===== src/bte_pkg.sv =====
// constants and types for the bit and transfer execution unit
package bte_pkg;

  localparam int REG_N = 32;
  localparam logic [4:0] R0_IDX = 5'h00;
  localparam logic [4:0] R1_IDX = 5'h01;
  localparam logic [4:0] X_LO = 5'h1a;
  localparam logic [4:0] Y_LO = 5'h1c;
  localparam logic [4:0] Z_LO = 5'h1e;
  localparam logic [4:0] HI_STEP = 5'h01;
  localparam logic [15:0] PTR_STEP = 16'h0001;

  // status register bit positions
  localparam logic [2:0] FLAG_C = 3'h0;
  localparam logic [2:0] FLAG_Z = 3'h1;
  localparam logic [2:0] FLAG_N = 3'h2;
  localparam logic [2:0] FLAG_V = 3'h3;
  localparam logic [2:0] FLAG_S = 3'h4;
  localparam logic [2:0] FLAG_H = 3'h5;
  localparam logic [2:0] FLAG_T = 3'h6;
  localparam logic [2:0] FLAG_I = 3'h7;

  localparam logic [7:0] STATUS_REGISTER_RESET = 8'h00;
  localparam logic [7:0] RF_RESET = 8'h00;
  localparam logic [15:0] SP_RESET = 16'hffff;

  typedef enum logic [1:0] {PTR_X, PTR_Y, PTR_Z} bte_ptr_e;
  typedef enum logic [1:0] {MODE_PLAIN, MODE_POST_INC, MODE_PRE_DEC} bte_mode_e;

  typedef enum logic [4:0] {
    OP_NOP,
    OP_IO_BIT_SET, OP_IO_BIT_CLEAR,
    OP_SHIFT_LEFT_ZERO, OP_CARRY_ROTATE_LEFT,
    OP_SHIFT_RIGHT_ZERO, OP_CARRY_ROTATE_RIGHT, OP_SIGN_SHIFT_RIGHT,
    OP_FLAG_CAPTURE_BIT, OP_FLAG_DEPOSIT_BIT,
    OP_STATUS_FLAG_RAISE, OP_STATUS_FLAG_LOWER,
    OP_MOVE, OP_PAIR_COPY, OP_IMMEDIATE_LOAD,
    OP_INDIRECT_READ, OP_OFFSET_READ, OP_DIRECT_READ,
    OP_MEMORY_WRITE, OP_OFFSET_WRITE, OP_DIRECT_WRITE,
    OP_CODE_READ, OP_CODE_WRITE,
    OP_IO_IN, OP_IO_OUT, OP_PUSH, OP_POP
  } bte_op_e;

endpackage


===== src/bte_exec.sv =====
// bit, shift, flag and data transfer execution unit
`timescale 1ns/1ps
`default_nettype none

module bte_exec
  import bte_pkg::*;
#(
  parameter int IO_AW = 6,
  parameter logic [15:0] SP_INIT = SP_RESET
) (
  // clock and reset
  input wire logic clk,
  input wire logic nrst,
  // decoded instruction
  input wire logic op_valid,
  input wire bte_op_e op_code,
  input wire logic [4:0] op_rd,
  input wire logic [4:0] op_rr,
  input wire logic [2:0] op_bit,
  input wire bte_ptr_e op_ptr,
  input wire bte_mode_e op_mode,
  input wire logic op_implicit,
  input wire logic [15:0] op_imm,
  output logic op_ready,
  output logic op_done,
  // data memory and stack
  output logic [15:0] dmem_addr,
  output logic [7:0] dmem_wdata,
  output logic dmem_we,
  output logic dmem_re,
  input wire logic [7:0] dmem_rdata,
  // io registers
  output logic [IO_AW-1:0] io_addr,
  output logic [7:0] io_wdata,
  output logic io_we,
  output logic io_re,
  input wire logic [7:0] io_rdata,
  // program memory
  output logic [15:0] pmem_addr,
  output logic pmem_re,
  output logic pmem_we,
  output logic [15:0] pmem_wdata,
  input wire logic [7:0] pmem_rdata,
  input wire logic pmem_done,
  // status
  output logic [7:0] status_register
);

  typedef enum logic [2:0] {S_IDLE, S_MEM, S_CODE1, S_CODE2, S_WRITE} bte_state_e;

  logic [7:0] rf_q [REG_N];
  bte_state_e st_q;
  bte_op_e cur_op_q;
  logic [4:0] cur_rd_q;
  logic [2:0] cur_bit_q;
  logic rdy_q, done_q;
  logic pend_q;
  logic [4:0] pend_idx_q;
  logic [15:0] sp_q;
  logic [7:0] status_register_q;
  logic [15:0] dmem_addr_q;
  logic [7:0] dmem_wdata_q;
  logic dmem_we_q, dmem_re_q;
  logic [IO_AW-1:0] io_addr_q;
  logic [7:0] io_wdata_q;
  logic io_we_q, io_re_q;
  logic [15:0] pmem_addr_q, pmem_wdata_q;
  logic pmem_re_q, pmem_we_q;

  // register read with bypass of a pending io input
  function automatic logic [7:0] rd_reg(input logic [4:0] idx);
    logic [7:0] v;
    v = rf_q[idx];
    if (pend_q && pend_idx_q == idx) begin
      v = io_rdata;
    end
    return v;
  endfunction

  logic acc;
  logic [7:0] a_d, r_d;
  logic [4:0] ptr_lo, ptr_hi;
  logic [15:0] ptr_v, ptr_nv, ea, z_v;
  logic ptr_en;
  logic [7:0] sh_res;
  logic sh_c;
  logic w1_en, w2_en, w3_en;
  logic [4:0] w1_idx, w2_idx;
  logic [7:0] w1_dat, w2_dat;

  assign acc = op_valid && rdy_q;
  // operand reads follow register file and bypass changes
  always_comb begin
    a_d = rd_reg(op_rd);
    r_d = rd_reg(op_rr);
    z_v = {rd_reg(Z_LO + HI_STEP), rd_reg(Z_LO)};
  end
  assign w3_en = pend_q;

  // pointer pair selection and effective address
  always_comb begin
    case (op_ptr)
      PTR_X: ptr_lo = X_LO;
      PTR_Y: ptr_lo = Y_LO;
      default: ptr_lo = Z_LO;
    endcase
    if (op_code == OP_CODE_READ) begin
      ptr_lo = Z_LO;
    end
    ptr_hi = ptr_lo + HI_STEP;
    ptr_v = {rd_reg(ptr_hi), rd_reg(ptr_lo)};
    ptr_nv = ptr_v;
    ptr_en = 1'b0;
    if (acc && (op_code == OP_INDIRECT_READ || op_code == OP_MEMORY_WRITE ||
                op_code == OP_CODE_READ)) begin
      if (op_mode == MODE_POST_INC) begin
        ptr_nv = ptr_v + PTR_STEP;
        ptr_en = 1'b1;
      end else if (op_mode == MODE_PRE_DEC && op_code != OP_CODE_READ) begin
        ptr_nv = ptr_v - PTR_STEP;
        ptr_en = 1'b1;
      end
    end
    case (op_code)
      OP_OFFSET_READ, OP_OFFSET_WRITE: ea = ptr_v + op_imm;
      OP_DIRECT_READ, OP_DIRECT_WRITE: ea = op_imm;
      default: ea = (op_mode == MODE_PRE_DEC) ? ptr_nv : ptr_v;
    endcase
  end

  // shift and rotate datapath
  always_comb begin
    sh_res = a_d;
    sh_c = status_register_q[FLAG_C];
    case (op_code)
      OP_SHIFT_LEFT_ZERO: begin
        sh_res = {a_d[6:0], 1'b0};
        sh_c = a_d[7];
      end
      OP_CARRY_ROTATE_LEFT: begin
        sh_res = {a_d[6:0], status_register_q[FLAG_C]};
        sh_c = a_d[7];
      end
      OP_SHIFT_RIGHT_ZERO: begin
        sh_res = {1'b0, a_d[7:1]};
        sh_c = a_d[0];
      end
      OP_CARRY_ROTATE_RIGHT: begin
        sh_res = {status_register_q[FLAG_C], a_d[7:1]};
        sh_c = a_d[0];
      end
      OP_SIGN_SHIFT_RIGHT: begin
        sh_res = {a_d[7], a_d[7:1]};
        sh_c = a_d[0];
      end
      default: begin
      end
    endcase
  end

  // register file write ports
  always_comb begin
    w1_en = 1'b0;
    w1_idx = op_rd;
    w1_dat = sh_res;
    w2_en = 1'b0;
    w2_idx = op_rd | HI_STEP;
    w2_dat = rd_reg(op_rr | HI_STEP);
    if (acc) begin
      case (op_code)
        OP_SHIFT_LEFT_ZERO, OP_CARRY_ROTATE_LEFT, OP_SHIFT_RIGHT_ZERO,
        OP_CARRY_ROTATE_RIGHT, OP_SIGN_SHIFT_RIGHT: w1_en = 1'b1;
        OP_FLAG_DEPOSIT_BIT: begin
          w1_en = 1'b1;
          w1_dat = a_d;
          w1_dat[op_bit] = status_register_q[FLAG_T];
        end
        OP_MOVE: begin
          w1_en = 1'b1;
          w1_dat = r_d;
        end
        OP_PAIR_COPY: begin
          w1_en = 1'b1;
          w1_idx = op_rd & ~HI_STEP;
          w1_dat = rd_reg(op_rr & ~HI_STEP);
          w2_en = 1'b1;
        end
        OP_IMMEDIATE_LOAD: begin
          w1_en = 1'b1;
          w1_dat = op_imm[7:0];
        end
        default: begin
        end
      endcase
    end else if (st_q == S_MEM && (cur_op_q == OP_INDIRECT_READ ||
                 cur_op_q == OP_OFFSET_READ || cur_op_q == OP_DIRECT_READ ||
                 cur_op_q == OP_POP)) begin
      w1_en = 1'b1;
      w1_idx = cur_rd_q;
      w1_dat = dmem_rdata;
    end else if (st_q == S_CODE2) begin
      w1_en = 1'b1;
      w1_idx = cur_rd_q;
      w1_dat = pmem_rdata;
    end
  end

  for (genvar gi = 0; gi < REG_N; gi++) begin : g_rf
    always_ff @(posedge clk) begin
      if (!nrst) begin
        rf_q[gi] <= RF_RESET;
      end else if (w1_en && w1_idx == 5'(gi)) begin
        rf_q[gi] <= w1_dat;
      end else if (w2_en && w2_idx == 5'(gi)) begin
        rf_q[gi] <= w2_dat;
      end else if (w3_en && pend_idx_q == 5'(gi)) begin
        rf_q[gi] <= io_rdata;
      end else if (ptr_en && ptr_lo == 5'(gi)) begin
        rf_q[gi] <= ptr_nv[7:0];
      end else if (ptr_en && ptr_hi == 5'(gi)) begin
        rf_q[gi] <= ptr_nv[15:8];
      end
    end
  end

  // sequencer: ready, done and latched operation
  always_ff @(posedge clk) begin
    if (!nrst) begin
      st_q <= S_IDLE;
      rdy_q <= 1'b1;
      done_q <= 1'b0;
      cur_op_q <= OP_NOP;
      cur_rd_q <= R0_IDX;
      cur_bit_q <= FLAG_C;
    end else begin
      done_q <= 1'b0;
      case (st_q)
        S_IDLE: begin
          if (acc) begin
            cur_op_q <= op_code;
            cur_rd_q <= (op_code == OP_CODE_READ && op_implicit) ? R0_IDX : op_rd;
            cur_bit_q <= op_bit;
            case (op_code)
              OP_IO_BIT_SET, OP_IO_BIT_CLEAR, OP_INDIRECT_READ, OP_OFFSET_READ,
              OP_DIRECT_READ, OP_MEMORY_WRITE, OP_OFFSET_WRITE, OP_DIRECT_WRITE,
              OP_PUSH, OP_POP: begin
                st_q <= S_MEM;
                rdy_q <= 1'b0;
              end
              OP_CODE_READ: begin
                st_q <= S_CODE1;
                rdy_q <= 1'b0;
              end
              OP_CODE_WRITE: begin
                st_q <= S_WRITE;
                rdy_q <= 1'b0;
              end
              default: done_q <= 1'b1;
            endcase
          end
        end
        S_MEM, S_CODE2: begin
          st_q <= S_IDLE;
          rdy_q <= 1'b1;
          done_q <= 1'b1;
        end
        S_CODE1: st_q <= S_CODE2;
        S_WRITE: begin
          if (pmem_done) begin
            st_q <= S_IDLE;
            rdy_q <= 1'b1;
            done_q <= 1'b1;
          end
        end
        default: begin
          st_q <= S_IDLE;
          rdy_q <= 1'b1;
        end
      endcase
    end
  end

  // data memory and stack access
  always_ff @(posedge clk) begin
    if (!nrst) begin
      dmem_addr_q <= SP_RESET;
      dmem_wdata_q <= RF_RESET;
      dmem_we_q <= 1'b0;
      dmem_re_q <= 1'b0;
      sp_q <= SP_INIT;
    end else begin
      dmem_we_q <= 1'b0;
      if (st_q == S_MEM) begin
        dmem_re_q <= 1'b0;
      end
      if (acc) begin
        case (op_code)
          OP_INDIRECT_READ, OP_OFFSET_READ, OP_DIRECT_READ: begin
            dmem_addr_q <= ea;
            dmem_re_q <= 1'b1;
          end
          OP_MEMORY_WRITE, OP_OFFSET_WRITE, OP_DIRECT_WRITE: begin
            dmem_addr_q <= ea;
            dmem_wdata_q <= a_d;
            dmem_we_q <= 1'b1;
          end
          OP_PUSH: begin
            dmem_addr_q <= sp_q;
            dmem_wdata_q <= a_d;
            dmem_we_q <= 1'b1;
            sp_q <= sp_q - PTR_STEP;
          end
          OP_POP: begin
            dmem_addr_q <= sp_q + PTR_STEP;
            dmem_re_q <= 1'b1;
            sp_q <= sp_q + PTR_STEP;
          end
          default: begin
          end
        endcase
      end
    end
  end

  // io register access
  always_ff @(posedge clk) begin
    if (!nrst) begin
      io_addr_q <= '0;
      io_wdata_q <= RF_RESET;
      io_we_q <= 1'b0;
      io_re_q <= 1'b0;
      pend_q <= 1'b0;
      pend_idx_q <= R0_IDX;
    end else begin
      io_we_q <= 1'b0;
      io_re_q <= 1'b0;
      pend_q <= 1'b0;
      if (acc && (op_code == OP_IO_BIT_SET || op_code == OP_IO_BIT_CLEAR ||
                  op_code == OP_IO_IN)) begin
        io_addr_q <= op_imm[IO_AW-1:0];
        io_re_q <= 1'b1;
        pend_q <= (op_code == OP_IO_IN);
        pend_idx_q <= op_rd;
      end else if (acc && op_code == OP_IO_OUT) begin
        io_addr_q <= op_imm[IO_AW-1:0];
        io_wdata_q <= a_d;
        io_we_q <= 1'b1;
      end else if (st_q == S_MEM && cur_op_q == OP_IO_BIT_SET) begin
        io_wdata_q <= io_rdata | (8'h01 << cur_bit_q);
        io_we_q <= 1'b1;
      end else if (st_q == S_MEM && cur_op_q == OP_IO_BIT_CLEAR) begin
        io_wdata_q <= io_rdata & ~(8'h01 << cur_bit_q);
        io_we_q <= 1'b1;
      end
    end
  end

  // program memory access
  always_ff @(posedge clk) begin
    if (!nrst) begin
      pmem_addr_q <= '0;
      pmem_wdata_q <= '0;
      pmem_re_q <= 1'b0;
      pmem_we_q <= 1'b0;
    end else begin
      if (acc && op_code == OP_CODE_READ) begin
        pmem_addr_q <= z_v;
        pmem_re_q <= 1'b1;
      end else if (st_q == S_CODE2) begin
        pmem_re_q <= 1'b0;
      end
      if (acc && op_code == OP_CODE_WRITE) begin
        pmem_addr_q <= z_v;
        pmem_wdata_q <= {rd_reg(R1_IDX), rd_reg(R0_IDX)};
        pmem_we_q <= 1'b1;
      end else if (st_q == S_WRITE && pmem_done) begin
        pmem_we_q <= 1'b0;
      end
    end
  end

  // status register
  always_ff @(posedge clk) begin
    if (!nrst) begin
      status_register_q <= STATUS_REGISTER_RESET;
    end else if (acc) begin
      case (op_code)
        OP_SHIFT_LEFT_ZERO, OP_CARRY_ROTATE_LEFT, OP_SHIFT_RIGHT_ZERO,
        OP_CARRY_ROTATE_RIGHT, OP_SIGN_SHIFT_RIGHT: begin
          status_register_q[FLAG_C] <= sh_c;
          status_register_q[FLAG_Z] <= (sh_res == RF_RESET);
          status_register_q[FLAG_N] <= sh_res[7];
          status_register_q[FLAG_V] <= sh_res[7] ^ sh_c;
        end
        OP_FLAG_CAPTURE_BIT: status_register_q[FLAG_T] <= r_d[op_bit];
        OP_STATUS_FLAG_RAISE: status_register_q[op_bit] <= 1'b1;
        OP_STATUS_FLAG_LOWER: status_register_q[op_bit] <= 1'b0;
        default: begin
        end
      endcase
    end
  end

  assign op_ready = rdy_q;
  assign op_done = done_q;
  assign dmem_addr = dmem_addr_q;
  assign dmem_wdata = dmem_wdata_q;
  assign dmem_we = dmem_we_q;
  assign dmem_re = dmem_re_q;
  assign io_addr = io_addr_q;
  assign io_wdata = io_wdata_q;
  assign io_we = io_we_q;
  assign io_re = io_re_q;
  assign pmem_addr = pmem_addr_q;
  assign pmem_re = pmem_re_q;
  assign pmem_we = pmem_we_q;
  assign pmem_wdata = pmem_wdata_q;
  assign status_register = status_register_q;

endmodule

`default_nettype wire


===== config.mk =====
export PLATFORM = sky130hd
export DESIGN_NAME = bte_exec
export DESIGN_NICKNAME = d
export VERILOG_FILES = /design/src/bte_pkg.sv /design/src/bte_exec.sv
export SDC_FILE = /design/constraint.sdc
export NUM_CORES = 1
export LEC_CHECK = 0
export BUFFER_PORTS_ARGS = -buffer_cell sky130_fd_sc_hd__buf_4
export CELL_PAD_IN_SITES_DETAIL_PLACEMENT = 1
export CELL_PAD_IN_SITES_GLOBAL_PLACEMENT = 2
export CORE_AREA = 2 2 256 258
export CTS_BUF_LIST = sky130_fd_sc_hd__clkbuf_8
export DETAILED_ROUTE_END_ITERATION = 6
export DIE_AREA = 0 0 258 260
export HOLD_SLACK_MARGIN = 0.12
export PLACE_DENSITY_LB_ADDON = 0.25
export SKIP_LAST_GASP = 1
export SLEW_MARGIN = 20
export SYNTH_ARGS = -nofsm -noshare
export SYNTH_HDL_FRONTEND = slang
export SYNTH_SLANG_ARGS = --single-unit

===== constraint.sdc =====
create_clock -name clk -period 10.8 [get_ports clk]
set_input_delay 2.16 -clock clk [delete_from_list [all_inputs] [get_ports clk]]
set_output_delay 2.16 -clock clk [all_outputs]
set_load 0.05 [all_outputs]

## Yosys cells after proc, flatten, opt, wreduce, memory -nomap -nowiden

Memory sizes are Yosys's and may differ from the RTL's. A register that Yosys moved wholly into a read port is not among the register bits.
Index checks and enable logic that the tools add are counted.

| storage, ports and cells | value |
|---|---|
| bits in registers | 108 |
| output and inout bits | 86 |
| input bits | 67 |
| word-level logic and storage cells | 1512 |
| memories kept | 1 |
| memory bits (writable) | 256 |

Memory list:

| name | words | width | read ports | clocked after Yosys merged registers in | wr ports | line | RTL |
|---|---|---|---|---|---|---|---|
| rf_q | 32 | 8 | 10 | 2 | 32 | bte_exec.sv:51 | `logic [7:0] rf_q [REG_N];` |

| operators by class | value |
|---|---|
| shifts and indexed selects | 1 |
| reductions and logical operators | 217 |
| bitwise gates (word level) | 155 |
| equality and inequality tests | 189 |
| $lt $le $gt $ge | 2 |
| add/subtract/negate cells | 6 |
| multiplexer cells | 918 |

Operators with widths:

| operator | count |
|---|---|
| two-way mux 8 bit | 159 |
| two-way mux 1 bit | 726 |
| == test 5 bit, second input constant | 78 |
| == test 5 x 4 -> 1 bit, second input constant | 41 |
| logical AND 1 bit | 164 |
| OR 1 bit | 145 |
| == test 5 x 3 -> 1 bit, second input constant | 20 |
| two-way mux 16 bit | 6 |
| one-hot mux 16 bit (2 select lines) | 2 |
| == test 5 x 2 -> 1 bit, second input constant | 11 |
| one-hot mux 16 bit (3 select lines) | 1 |
| one-hot mux 8 bit (5 select lines) | 1 |
| adder 16 x 1 -> 16 bit, second input constant | 2 |
| == test 4 bit, second input constant | 8 |
| one-hot mux 8 bit (4 select lines) | 1 |
| subtractor 16 x 1 -> 16 bit, second input constant | 2 |
| == test 5 x 1 -> 1 bit, second input constant | 6 |
| == test 5 bit | 6 |
| logical NOT 5 bit | 5 |
| two-way mux 5 bit | 5 |
| AND reduction 2 bit | 10 |
| one-hot mux 3 bit (3 select lines) | 2 |
| adder 16 bit | 1 |
| bitwise AND 8 bit | 2 |
| 47 further kinds | 84 |

## Depth between registers and ports, before layout

Gate-level depths: netlist (run 1).

| logic depth | value |
|---|---|
| depth after elaboration | 17 |
| mapped depth | 22 |
| depth with buffers taken out | 18 |

## Least setup slack after synthesis (run 1)

OpenSTA, ideal clock, no wires.

| path | value |
|---|---|
| path type | input port to flip-flop |
| start point | in op_code[3] |
| end point | reg dmem_addr_q[15], in the netlist dmem_addr[15] |
| setup slack | 4.404 ns |
| stages on the path | 20 |
| buffers on the path | 3 |
| required time | 10.669 ns |
| arrival time | 6.265 ns |
| cells stage by stage | buf_2 -> and3b_1 -> a21o_1 -> clkbuf_1 -> mux2i_2 -> nand2_1 -> clkbuf_1 -> a21oi_1 -> inv_1 -> ha_1 -> o21ai_0 -> nor2_1 -> or4_1 -> a311oi_1 -> nor2_1 -> a311o_1 -> a21oi_1 -> xnor2_1 -> a221oi_1 -> a21oi_1 |

| between the ends | value |
|---|---|
| longest elaborated chain between the ends | 13 |
| elaborated cells on any way between the ends | 37 |
| those cells by class | add/sub: 4; eq/ne: 12; mux: 9; reduce/logical: 11; memory: 1 |

Ends and longest elaborated chain:

| element | line | RTL |
|---|---|---|
| start: declaration | bte_exec.sv:16 | `input wire bte_op_e op_code,` |
| branches (longest 13 deep; another with subtractor 16 x 1 -> 16 bit) | -- |  |
| end signal: assignment | bte_exec.sv:308 | `dmem_addr_q <= sp_q;` |
| end signal: assignment | bte_exec.sv:314 | `dmem_addr_q <= sp_q + PTR_STEP;` |
| end: declaration | bte_exec.sv:61 | `logic [15:0] dmem_addr_q;` |

Several ways; the timed one is not identified.
A chain may end at the register's enable or synchronous reset.

## Worst setup path in the final report (run 1)

| path | value |
|---|---|
| start point | in op_code[0] |
| end point | reg dmem_addr_q[15], in the netlist dmem_addr[15] |

Same word-level chain as after synthesis.

==> impl_results.html, run 1 <==
<table>
<tr><th>Metric</th><th>Value</th></tr>
<tr><th colspan="2">Routing</th></tr>
<tr><td>First-pass iteration count of the detailed router</td><td>6</td></tr>
<tr><td>DRC violation count after routing</td><td>0</td></tr>
<tr><td>Via density per instance</td><td>7.19</td></tr>
<tr><td>Drt first-iter violations</td><td>3,677</td></tr>
<tr><td>Antenna violation net count after detailed routing</td><td>0</td></tr>
<tr><td>Routed length on met2</td><td>63,600 microns</td></tr>
<tr><td>Highest routing layer actually used</td><td>met5</td></tr>
<tr><td>Length of routed met3 wiring</td><td>15,200 microns</td></tr>
<tr><td>Final wirelength</td><td>141,000 microns</td></tr>
<tr><td>DR vias</td><td>29,100</td></tr>
<tr><td>DRT met1 WL</td><td>53,700 microns</td></tr>
<tr><td>Routed wire length per instance</td><td>35.0 microns</td></tr>
<tr><th colspan="2">Final layout</th></tr>
<tr><td>Area delta synth-&gt;final</td><td>11.1%</td></tr>
<tr><td>Top library cells by usage in the layout, fill and taps aside</td><td>504 x sky130_fd_sc_hd__nand2_1, 245 x sky130_fd_sc_hd__nor2_1, 240 x sky130_fd_sc_hd__edfxtp_1</td></tr>
<tr><td>Layout cells sized above 1</td><td>16.2%</td></tr>
<tr><td>Leading cell type in the layout, fill and taps excluded</td><td>sky130_fd_sc_hd__nand2_1</td></tr>
<tr><td>Total Nets Final</td><td>3,221</td></tr>
<tr><th colspan="2">Setup path</th></tr>
<tr><td>Critical path peak fanout</td><td>31</td></tr>
<tr><td>Reg2Reg Setup Slack</td><td>4.94 ns</td></tr>
<tr><td>Worst setup SP type</td><td>input pin</td></tr>
<tr><td>Count of cells along the worst register-to-register path</td><td>15</td></tr>
<tr><td>Worst reg2reg startpoint</td><td>pend_idx_q[3]</td></tr>
<tr><td>Reg-to-reg endpoint</td><td>dmem_addr[15]</td></tr>
<tr><td>Type of destination of the critical path</td><td>register</td></tr>
<tr><td>Critical path type</td><td>input pin to register</td></tr>
<tr><td>Worst endpoint required time</td><td>11.37 ns</td></tr>
<tr><td>Data arrival time at the worst-slack endpoint</td><td>7.95 ns</td></tr>
<tr><th colspan="2">Power</th></tr>
<tr><td>Switching fraction of total power</td><td>35.5%</td></tr>
<tr><td>Power per cell area</td><td>130 mW/mm^2</td></tr>
<tr><td>Fraction of power consumed by the clock network</td><td>36.9%</td></tr>
<tr><td>Max IR drop VDD</td><td>0.000138 V</td></tr>
<tr><td>Cell leakage power</td><td>10.8 nW</td></tr>
<tr><td>Internal Pwr Total</td><td>2.61 mW</td></tr>
<tr><td>Switch Pwr</td><td>1.43 mW</td></tr>
<tr><td>Share of total power in combinational logic</td><td>22.2%</td></tr>
<tr><td>Sequential power share</td><td>40.9%</td></tr>
<tr><th colspan="2">Worst hold path</th></tr>
<tr><td>Instance count along the most critical hold path</td><td>2</td></tr>
<tr><td>Min-delay worst type</td><td>register to register</td></tr>
<tr><td>Hold Path End</td><td>cur_rd_q[4]</td></tr>
<tr><td>Worst Min Path Start</td><td>cur_rd_q[4]</td></tr>
<tr><th colspan="2">Synthesis</th></tr>
<tr><td>Net Count, Synth</td><td>3,193</td></tr>
<tr><td>Synthesized area per cell</td><td>9.02 sq um</td></tr>
<tr><td>Total of flip-flops plus latches after synthesis</td><td>380</td></tr>
<tr><td>Portion of the post-synthesis area used by sequential elements</td><td>35.7%</td></tr>
<tr><td>Number of distinct standard cells referenced by the synthesized netlist</td><td>91</td></tr>
<tr><td>Cell Area, Synth</td><td>0.0280 sq mm</td></tr>
<tr><td>Cell types with the largest area share after synthesis</td><td>sky130_fd_sc_hd__edfxtp_1 26%, sky130_fd_sc_hd__dfxtp_1 10%, sky130_fd_sc_hd__mux4_2 9.9%</td></tr>
<tr><td>Number of enable-type register cells in the synthesized netlist</td><td>240</td></tr>
<tr><td>Top cell type's share of synthesized area</td><td>25.7%</td></tr>
<tr><td>Cell type with the highest aggregate area in the netlist</td><td>sky130_fd_sc_hd__edfxtp_1</td></tr>
<tr><td>Syn Inst Count</td><td>3,106</td></tr>
<tr><td>Predominant post-synthesis flop cell</td><td>sky130_fd_sc_hd__edfxtp_1</td></tr>
<tr><td>Count of yosys warnings during synthesis</td><td>0</td></tr>
<tr><td>Async S/R FF share, synth</td><td>0%</td></tr>
<tr><th colspan="2">Global routing</th></tr>
<tr><td>Global-route usage over all layers</td><td>41.1%</td></tr>
<tr><td>Global-route wire length before repair</td><td>202,000 microns</td></tr>
<tr><td>Number of global-route vias before repair</td><td>28,600</td></tr>
<tr><td>Overall overflow remaining after global route</td><td>0</td></tr>
<tr><td>Largest net degree at the start of global routing</td><td>56</td></tr>
<tr><td>Number of antenna violations at the first check in global routing</td><td>6</td></tr>
<tr><th colspan="2">Timing</th></tr>
<tr><td>Worst Max-Slew Pin Slew</td><td>1.24 ns</td></tr>
<tr><td>Achievable Freq</td><td>0.135 GHz</td></tr>
<tr><td>Crit path time final</td><td>7.39 ns</td></tr>
<tr><td>Final critical-path share of the clock period</td><td>68.4%</td></tr>
<tr><td>Final critical-path setup slack</td><td>3.41 ns</td></tr>
<tr><td>Fin Setup TNS</td><td>0 ns</td></tr>
<tr><td>Pins Over Slew Limit</td><td>0</td></tr>
<tr><td>Setup repair after global routing missed its margin</td><td>false</td></tr>
<tr><td>Total count of hold-check failures in the final report</td><td>0</td></tr>
<tr><td>Total of endpoints with negative setup slack in the final report</td><td>0</td></tr>
<tr><td>Clock Skews</td><td>0.0620 ns</td></tr>
<tr><td>Max-Slew Margin vs Limit</td><td>16.4%</td></tr>
<tr><th colspan="2">Floorplanning</th></tr>
<tr><td>Die Span X</td><td>258 microns</td></tr>
<tr><td>Placeable Area</td><td>0.0641 sq mm</td></tr>
<tr><td>Area of the die</td><td>0.0671 sq mm</td></tr>
<tr><td>Vert. Die Dim</td><td>260 microns</td></tr>
<tr><td>Site row count</td><td>93</td></tr>
<tr><td>Initial core utilization</td><td>43.7%</td></tr>
<tr><td>Number of top-level design ports</td><td>153</td></tr>
<tr><th colspan="2">Clock tree</th></tr>
<tr><td>CTS tree</td><td>built</td></tr>
<tr><td>Number of buffers created by CTS</td><td>73</td></tr>
<tr><td>Hold buffers post-CTS</td><td>0</td></tr>
<tr><td>Number of post-CTS setup repair buffers</td><td>0</td></tr>
<tr><td>Number of levels in the clock H-tree</td><td>3</td></tr>
<tr><td>Post-CTS resize count</td><td>0</td></tr>
<tr><td>Clk sinks</td><td>380</td></tr>
<tr><td>Longest Clk Path Bufs</td><td>3</td></tr>
<tr><td>Worst-Skew Late Latency</td><td>0.75 ns</td></tr>
<tr><td>Buffer cell driving the clock tree root</td><td>sky130_fd_sc_hd__clkbuf_8</td></tr>
<tr><td>Clock transition at path regs</td><td>0.06 ns</td></tr>
<tr><th colspan="2">Placed design</th></tr>
<tr><td>Port Buffers</td><td>152</td></tr>
<tr><td>HPWL after DPL</td><td>100,000 microns</td></tr>
<tr><td>RD Place Congestion</td><td>1.01</td></tr>
<tr><td>Pre-CTS setup slack</td><td>2.73 ns</td></tr>
<tr><th colspan="2">Job</th></tr>
<tr><td>Maxcap violations</td><td>0</td></tr>
<tr><th colspan="2">Status</th></tr>
<tr><td>Run status</td><td>completed</td></tr>
</table>
## logic make-up after synthesis
group	synth area share, %
AND/OR/NAND/NOR	18.5
AO/OA/AOI/OAI	22.5
flip-flops	35.7
multiplexers	16.1
buffers and inverters	4.40
XOR/XNOR	1.88
adder cells (fa/ha/maj)	0.920
## worst max-delay path: stages
cell,delay (ns)
sky130_fd_sc_hd__buf_4,0.28
sky130_fd_sc_hd__nor2b_1,0.44
sky130_fd_sc_hd__a21o_1,0.67
sky130_fd_sc_hd__mux2_2,0.51
sky130_fd_sc_hd__nor2_1,0.58
sky130_fd_sc_hd__o21ai_1,0.46
sky130_fd_sc_hd__ha_1,0.36
sky130_fd_sc_hd__a211oi_1,0.26
sky130_fd_sc_hd__nor2_1,0.12
sky130_fd_sc_hd__or4_1,0.47
sky130_fd_sc_hd__a311oi_1,0.45
sky130_fd_sc_hd__nor2_1,0.14
sky130_fd_sc_hd__a311o_1,0.40
sky130_fd_sc_hd__a21oi_1,0.21
sky130_fd_sc_hd__xnor2_1,0.08
sky130_fd_sc_hd__a221oi_1,0.28
sky130_fd_sc_hd__a21oi_1,0.07
## through the flow
step                power [mW]  hold WS, ns  std cells  area [sq um]  util [%]
floorplan                 2.16        0.432       3106         28000         -
global placement          2.52        0.443       3914         29600      46.2
detailed placement        2.53        0.453       3914         29600      46.2
CTS                       4.00        0.461       4043         31100      48.5
global route              4.11        0.492       4044         31100      48.5
finish                    4.04        0.469       4045         31100      48.5
## cells in the mapped netlist (8+ instances only)
master and instances:
sky130_fd_sc_hd__nand4_1 11, sky130_fd_sc_hd__buf_4 18, sky130_fd_sc_hd__buf_2 45, sky130_fd_sc_hd__nor2b_1 29
sky130_fd_sc_hd__and2_1 23, sky130_fd_sc_hd__o311ai_0 12, sky130_fd_sc_hd__xor2_1 14, sky130_fd_sc_hd__xnor2_1 46
sky130_fd_sc_hd__clkbuf_1 171, sky130_fd_sc_hd__nor4_1 12, sky130_fd_sc_hd__nand3_1 75, sky130_fd_sc_hd__o22ai_1 48
sky130_fd_sc_hd__a21oi_1 170, sky130_fd_sc_hd__a22o_1 8, sky130_fd_sc_hd__nor2_1 246, sky130_fd_sc_hd__ha_1 19
sky130_fd_sc_hd__mux2_2 28, sky130_fd_sc_hd__a22oi_1 36, sky130_fd_sc_hd__mux4_2 123, sky130_fd_sc_hd__a21o_1 11
sky130_fd_sc_hd__a211o_1 11, sky130_fd_sc_hd__or2_2 10, sky130_fd_sc_hd__mux2i_1 140, sky130_fd_sc_hd__o31ai_1 9
sky130_fd_sc_hd__a211oi_1 42, sky130_fd_sc_hd__nor3b_1 12, sky130_fd_sc_hd__o211ai_1 31, sky130_fd_sc_hd__edfxtp_1 240
sky130_fd_sc_hd__a2111oi_0 9, sky130_fd_sc_hd__nand3b_1 17, sky130_fd_sc_hd__nor3_1 74, sky130_fd_sc_hd__or3_1 28
sky130_fd_sc_hd__a221oi_1 17, sky130_fd_sc_hd__o221ai_1 142, sky130_fd_sc_hd__o21ai_1 8, sky130_fd_sc_hd__a31oi_1 32
sky130_fd_sc_hd__dfxtp_1 140, sky130_fd_sc_hd__nand2_1 504, sky130_fd_sc_hd__inv_1 31, sky130_fd_sc_hd__buf_1 15
sky130_fd_sc_hd__nand2b_1 39, sky130_fd_sc_hd__o21a_1 22, sky130_fd_sc_hd__and3_1 22, sky130_fd_sc_hd__o21ai_0 235
## metal layers
metal,vias to the layer above,track usage (%)
li1,12000,-
met1,14600,51.8
met2,1922,64.6
met3,563,11.0
met4,6,21.8
met5,-,0
## state kept, by name, indices dropped and copies added (netlist names), 5 cells and up, named ones only
| register | flops |
|---|---|
| pend_idx_q | 5 |
| pmem_wdata | 16 |
| io_addr | 6 |
| cur_rd_q | 5 |
| status_register | 5 |
| dmem_addr | 16 |
| cur_op_q | 5 |
| sp_q | 16 |
| rf_q | 256 |
| pmem_addr | 16 |
| dmem_wdata | 8 |
| io_wdata | 8 |
## power groups by stage
stage	logic, mW	clock network [mW]	registers (mW)
floorplan	0.480	0	1.68
global placement	0.842	0	1.67
detailed placement	0.854	0	1.68
CTS	0.857	1.49	1.65
global route	0.911	1.55	1.65
finish	0.896	1.49	1.65
## area by class of cell
cell class | instances | area, sq um
clock buffer | 83 | 1140
tap | 855 | 1070
sequential | 380 | 10000
antenna | 2 | 5.00
inverter | 36 | 136
multi-input combinational | 2438 | 16900
timing repair buffer | 205 | 1540
clock inverter | 46 | 298
fill | 7383 | 33000
## worst max-delay path by stage
stage | slack, ns | start | cells past startpoint | endpoint
4_1_cts | 3.47 | op_code[0] | 17 | dmem_addr[15]
6_report | 3.41 | op_code[0] | 17 | dmem_addr[15]
3_3_place_gp | 2.97 | op_code[0] | 17 | dmem_addr[15]
3_5_place_dp | 2.73 | op_code[0] | 17 | dmem_addr[15]
5_1_grt | 2.87 | op_code[0] | 17 | dmem_addr[15]
2_1_floorplan | 4.40 | op_code[3] | 20 | dmem_addr[15]
(Power assumes the default switching activity.)
==> run 2: changes to the inputs <==
Settings changed: ABC_AREA set to 1, CORE_AREA 2 2 256 258 to 2 2 297 299, DIE_AREA 0 0 258 260 to 0 0 299 301.
Clock period 10.8 ns to 6.76 ns, I/O delays scaled along.
==> run 2 against run 1 <==
Compared with the run above: worst setup slack worse by 1.6 ns; area after synthesis up 1.7%; count of clock-buffer cells in the layout unchanged; critical path depth up 1; sequential cell count unchanged; via count up 14%; first-iteration DRC count up 7.1%; combinational power up 96%; die area up 34%; global-route usage down 6.3 points; sequential power up 61%; critical endpoint is now rf_q[21][2].
==> impl_results.html, run 2 <==
<table>
<tr><th>Metric</th><th>Value</th></tr>
<tr><th colspan="2">Status</th></tr>
<tr><td>Run status</td><td>completed</td></tr>
<tr><th colspan="2">Synthesis</th></tr>
<tr><td>Number of enable-type register cells in the synthesized netlist</td><td>240 (unchanged)</td></tr>
<tr><td>Syn Inst Count</td><td>4,247 (+37%)</td></tr>
<tr><td>Async S/R FF share, synth</td><td>0% (unchanged)</td></tr>
<tr><td>Synthesized area per cell</td><td>6.70 sq um (-26%)</td></tr>
<tr><td>Top cell type's share of synthesized area</td><td>25.3% (-0.43 points)</td></tr>
<tr><td>Cell types with the highest counts after synthesis</td><td>1,033 x sky130_fd_sc_hd__nand2_1, 605 x sky130_fd_sc_hd__o21ai_0, 487 x sky130_fd_sc_hd__nor2_1</td></tr>
<tr><td>Number of distinct standard cells referenced by the synthesized netlist</td><td>60 (-34%)</td></tr>
<tr><td>Portion of the post-synthesis area used by sequential elements</td><td>35.2% (-0.59 points)</td></tr>
<tr><td>Cell Area, Synth</td><td>0.0285 sq mm (+1.7%)</td></tr>
<tr><td>Net Count, Synth</td><td>4,334 (+36%)</td></tr>
<tr><td>Total of flip-flops plus latches after synthesis</td><td>380 (unchanged)</td></tr>
<tr><td>Cell type with the highest aggregate area in the netlist</td><td>sky130_fd_sc_hd__edfxtp_1</td></tr>
<tr><td>Predominant post-synthesis flop cell</td><td>sky130_fd_sc_hd__edfxtp_1</td></tr>
<tr><td>Cell types with the largest area share after synthesis</td><td>sky130_fd_sc_hd__edfxtp_1 25%, sky130_fd_sc_hd__nand2_1 14%, sky130_fd_sc_hd__o21ai_0 11%</td></tr>
<tr><td>Most repeated cell in the gate-level netlist after synthesis</td><td>sky130_fd_sc_hd__nand2_1</td></tr>
<tr><td>Count of yosys warnings during synthesis</td><td>0 (unchanged)</td></tr>
<tr><th colspan="2">Timing</th></tr>
<tr><td>Crit path time final</td><td>4.98 ns</td></tr>
<tr><td>Clock Skews</td><td>0.0756 ns (+0.0136 ns)</td></tr>
<tr><td>Achievable Freq</td><td>0.201 GHz</td></tr>
<tr><td>Total of endpoints with negative setup slack in the final report</td><td>0 (unchanged)</td></tr>
<tr><td>Setup repair after global routing missed its margin</td><td>false</td></tr>
<tr><td>Max-Slew Margin vs Limit</td><td>27.0% (+11 points)</td></tr>
<tr><td>Pins Over Slew Limit</td><td>0 (unchanged)</td></tr>
<tr><td>Worst Max-Slew Pin Slew</td><td>1.09 ns (-0.159 ns)</td></tr>
<tr><td>Total count of hold-check failures in the final report</td><td>0 (unchanged)</td></tr>
<tr><td>Final critical-path share of the clock period</td><td>73.7%</td></tr>
<tr><td>Fin Setup TNS</td><td>0 ns (unchanged)</td></tr>
<tr><th colspan="2">Routing</th></tr>
<tr><td>Antenna violation net count after detailed routing</td><td>0 (unchanged)</td></tr>
<tr><td>DR vias</td><td>33,100 (+14%)</td></tr>
<tr><td>Routed wire length per instance</td><td>29.0 microns (-17%)</td></tr>
<tr><td>Drt first-iter violations</td><td>3,939 (+7.1%)</td></tr>
<tr><td>First-pass iteration count of the detailed router</td><td>6 (unchanged)</td></tr>
<tr><td>Final wirelength</td><td>161,000 microns (+14%)</td></tr>
<tr><td>DRC violation count after routing</td><td>0 (unchanged)</td></tr>
<tr><td>Via density per instance</td><td>5.99 (-17%)</td></tr>
<tr><th colspan="2">Clock tree</th></tr>
<tr><td>Number of post-CTS setup repair buffers</td><td>0 (unchanged)</td></tr>
<tr><td>CTS tree</td><td>built</td></tr>
<tr><td>Worst-Skew Late Latency</td><td>0.73 ns (-0.02 ns)</td></tr>
<tr><td>Number of buffers created by CTS</td><td>77 (+5.5%)</td></tr>
<tr><td>Hold buffers post-CTS</td><td>0 (unchanged)</td></tr>
<tr><td>Longest Clk Path Bufs</td><td>3 (unchanged)</td></tr>
<tr><td>Post-CTS resize count</td><td>0 (unchanged)</td></tr>
<tr><td>Number of levels in the clock H-tree</td><td>3 (unchanged)</td></tr>
<tr><td>Buffer cell driving the clock tree root</td><td>sky130_fd_sc_hd__clkbuf_8</td></tr>
<tr><td>Clk sinks</td><td>380 (unchanged)</td></tr>
<tr><td>Clock transition at path regs</td><td>0.06 ns (about the same)</td></tr>
<tr><th colspan="2">Power</th></tr>
<tr><td>Max IR drop VDD</td><td>0.000138 V (+0.47%)</td></tr>
<tr><td>Power per cell area</td><td>210 mW/mm^2 (+62%)</td></tr>
<tr><td>Power consumption</td><td>6.76 mW (+67%)</td></tr>
<tr><td>Cell leakage power</td><td>13.0 nW (+20%)</td></tr>
<tr><th colspan="2">Floorplanning</th></tr>
<tr><td>Initial core utilization</td><td>32.9% (-11 points)</td></tr>
<tr><td>Area of the die</td><td>0.0900 sq mm (+34%)</td></tr>
<tr><td>Number of top-level design ports</td><td>153 (unchanged)</td></tr>
<tr><td>Placeable Area</td><td>0.0865 sq mm (+35%)</td></tr>
<tr><td>Die Span X</td><td>299 microns (+16%)</td></tr>
<tr><td>Site row count</td><td>108 (+16%)</td></tr>
<tr><td>Vert. Die Dim</td><td>301 microns (+16%)</td></tr>
<tr><th colspan="2">Final layout</th></tr>
<tr><td>Layout cells sized above 1</td><td>11.2% (-5.0 points)</td></tr>
<tr><td>Top register by number of flip-flops</td><td>rf_q</td></tr>
<tr><td>Number of flip-flops under the largest register name</td><td>256 (unchanged)</td></tr>
<tr><td>Area delta synth-&gt;final</td><td>13.2%</td></tr>
<tr><td>Leading cell type in the layout, fill and taps excluded</td><td>sky130_fd_sc_hd__nand2_1</td></tr>
<tr><td>Total Nets Final</td><td>4,407 (+37%)</td></tr>
<tr><td>Number of fill cells</td><td>11,000 (+50%)</td></tr>
<tr><td>Top library cells by usage in the layout, fill and taps aside</td><td>1,027 x sky130_fd_sc_hd__nand2_1, 605 x sky130_fd_sc_hd__o21ai_0, 483 x sky130_fd_sc_hd__nor2_1</td></tr>
<tr><th colspan="2">Setup path</th></tr>
<tr><td>Worst setup SP type</td><td>input pin</td></tr>
<tr><td>Maximum cell stage delay along the critical path</td><td>0.53 ns (-0.14 ns)</td></tr>
<tr><td>Cells along the critical path</td><td>buf_4 -&gt; clkinv_2 -&gt; buf_4 -&gt; a211oi_1 -&gt; nand3_1 -&gt; buf_4 -&gt; nand4_1 -&gt; nand2_1 -&gt; inv_1 -&gt; nand2_1 -&gt; nand4_1 -&gt; nand2_1 -&gt; nand2_1 -&gt; nand2_1 -&gt; nand2_2 -&gt; buf_4 -&gt; nand2_1 -&gt; a31oi_1</td></tr>
<tr><td>Critical path peak fanout</td><td>28 (-9.7%)</td></tr>
<tr><td>Worst endpoint required time</td><td>7.32 ns (-4.05 ns)</td></tr>
<tr><td>Critical-path cell with the highest stage delay</td><td>sky130_fd_sc_hd__nand2_2</td></tr>
<tr><td>Data arrival time at the worst-slack endpoint</td><td>5.54 ns (-2.41 ns)</td></tr>
<tr><td>Critical path type</td><td>input pin to register</td></tr>
<tr><td>Most used cell, CP</td><td>sky130_fd_sc_hd__nand2_1</td></tr>
<tr><td>Type of destination of the critical path</td><td>register</td></tr>
<tr><th colspan="2">Worst hold path</th></tr>
<tr><td>Min-delay worst type</td><td>register to register</td></tr>
<tr><th colspan="2">Job</th></tr>
<tr><td>Maxcap violations</td><td>0 (unchanged)</td></tr>
<tr><th colspan="2">Global routing</th></tr>
<tr><td>Global-route wire length before repair</td><td>231,000 microns (+14%)</td></tr>
<tr><td>Largest net degree at the start of global routing</td><td>158 (+180%)</td></tr>
<tr><td>Overall overflow remaining after global route</td><td>0 (unchanged)</td></tr>
<tr><td>Number of antenna violations at the first check in global routing</td><td>10 (+4)</td></tr>
<tr><td>Global-route usage over all layers</td><td>34.8% (-6.3 points)</td></tr>
<tr><td>Number of global-route vias before repair</td><td>32,300 (+13%)</td></tr>
<tr><th colspan="2">Placed design</th></tr>
<tr><td>HPWL after DPL</td><td>117,000 microns (+17%)</td></tr>
<tr><td>Port Buffers</td><td>152 (unchanged)</td></tr>
<tr><td>RD Place Congestion</td><td>1.02 (+0.79%)</td></tr>
</table>
==> run 2: cells by family after synthesis <==
group | after synthesis | share of synthesized area, %
XOR/XNOR | 16 | 0.518
flip-flops | 380 | 35.2
AND/OR/NAND/NOR | 1995 | 30.2
adder cells (fa/ha/maj) | 20 | 0.905
buffers and inverters | 640 | 9.02
AO/OA/AOI/OAI | 1196 | 24.2
==> run 2: final timing paths <==
path                               start     endpoint  slack [ns]  depth (start not counted)
worst max register to register   st_q[0]  rf_q[17][6]        2.23                         12
worst min-delay path            register     register        0.45                          2
worst max-delay path            op_rd[0]  rf_q[21][2]        1.78                         18
worst min register to register  register     register        0.45                          2
==> run 2: power breakdown <==
group          internal, mW  switching, mW  leakage [nW]
clock                  1.17           1.18         0.805
combinational         0.403           1.36          8.56
sequential             2.56         0.0898          3.62
==> run 2: cell type report <==
type	instances	area, sq um	area share (%)
repair buffers	244	1960	6.08
clock buffers	83	1140	3.54
well taps	1155	1450	4.48
flip-flops and latches	380	10000	31.0
inverters	390	1470	4.56
diodes	4	10.0	0.0310
clock inverters	54	270	0.838
multi-input cells	3227	15900	49.4
==> run 2: per-stage QoR <==
step           area (sq um)  util (%)  std cells  hold slack [ns]  setup slack, ns
3_5_place_dp          30800      35.6       5396            0.442             1.28
4_1_cts               32200      37.3       5533            0.453             2.02
6_report              32200      37.3       5537            0.450             1.78
5_1_grt               32200      37.3       5536            0.478             1.58
3_3_place_gp          30800      35.6       5396            0.443             1.36
2_1_floorplan         28500         -       4247            0.459             2.28
==> run 2: critical path: cells and delay by family <==
kind,cells,cell delay [ns]
AO/OA/AOI/OAI,2,0.44
AND/OR/NAND/NOR,10,1.87
buffers and inverters,6,1.79
==> run 2: layer usage <==
layer	wire length (microns)	GRT usage [%]	vias up
met4	9200	18.6	6
met3	14000	6.57	406
met1	66500	45.8	16300
li1	-	-	14800
met2	70900	54.2	1640
met5	39	0	-
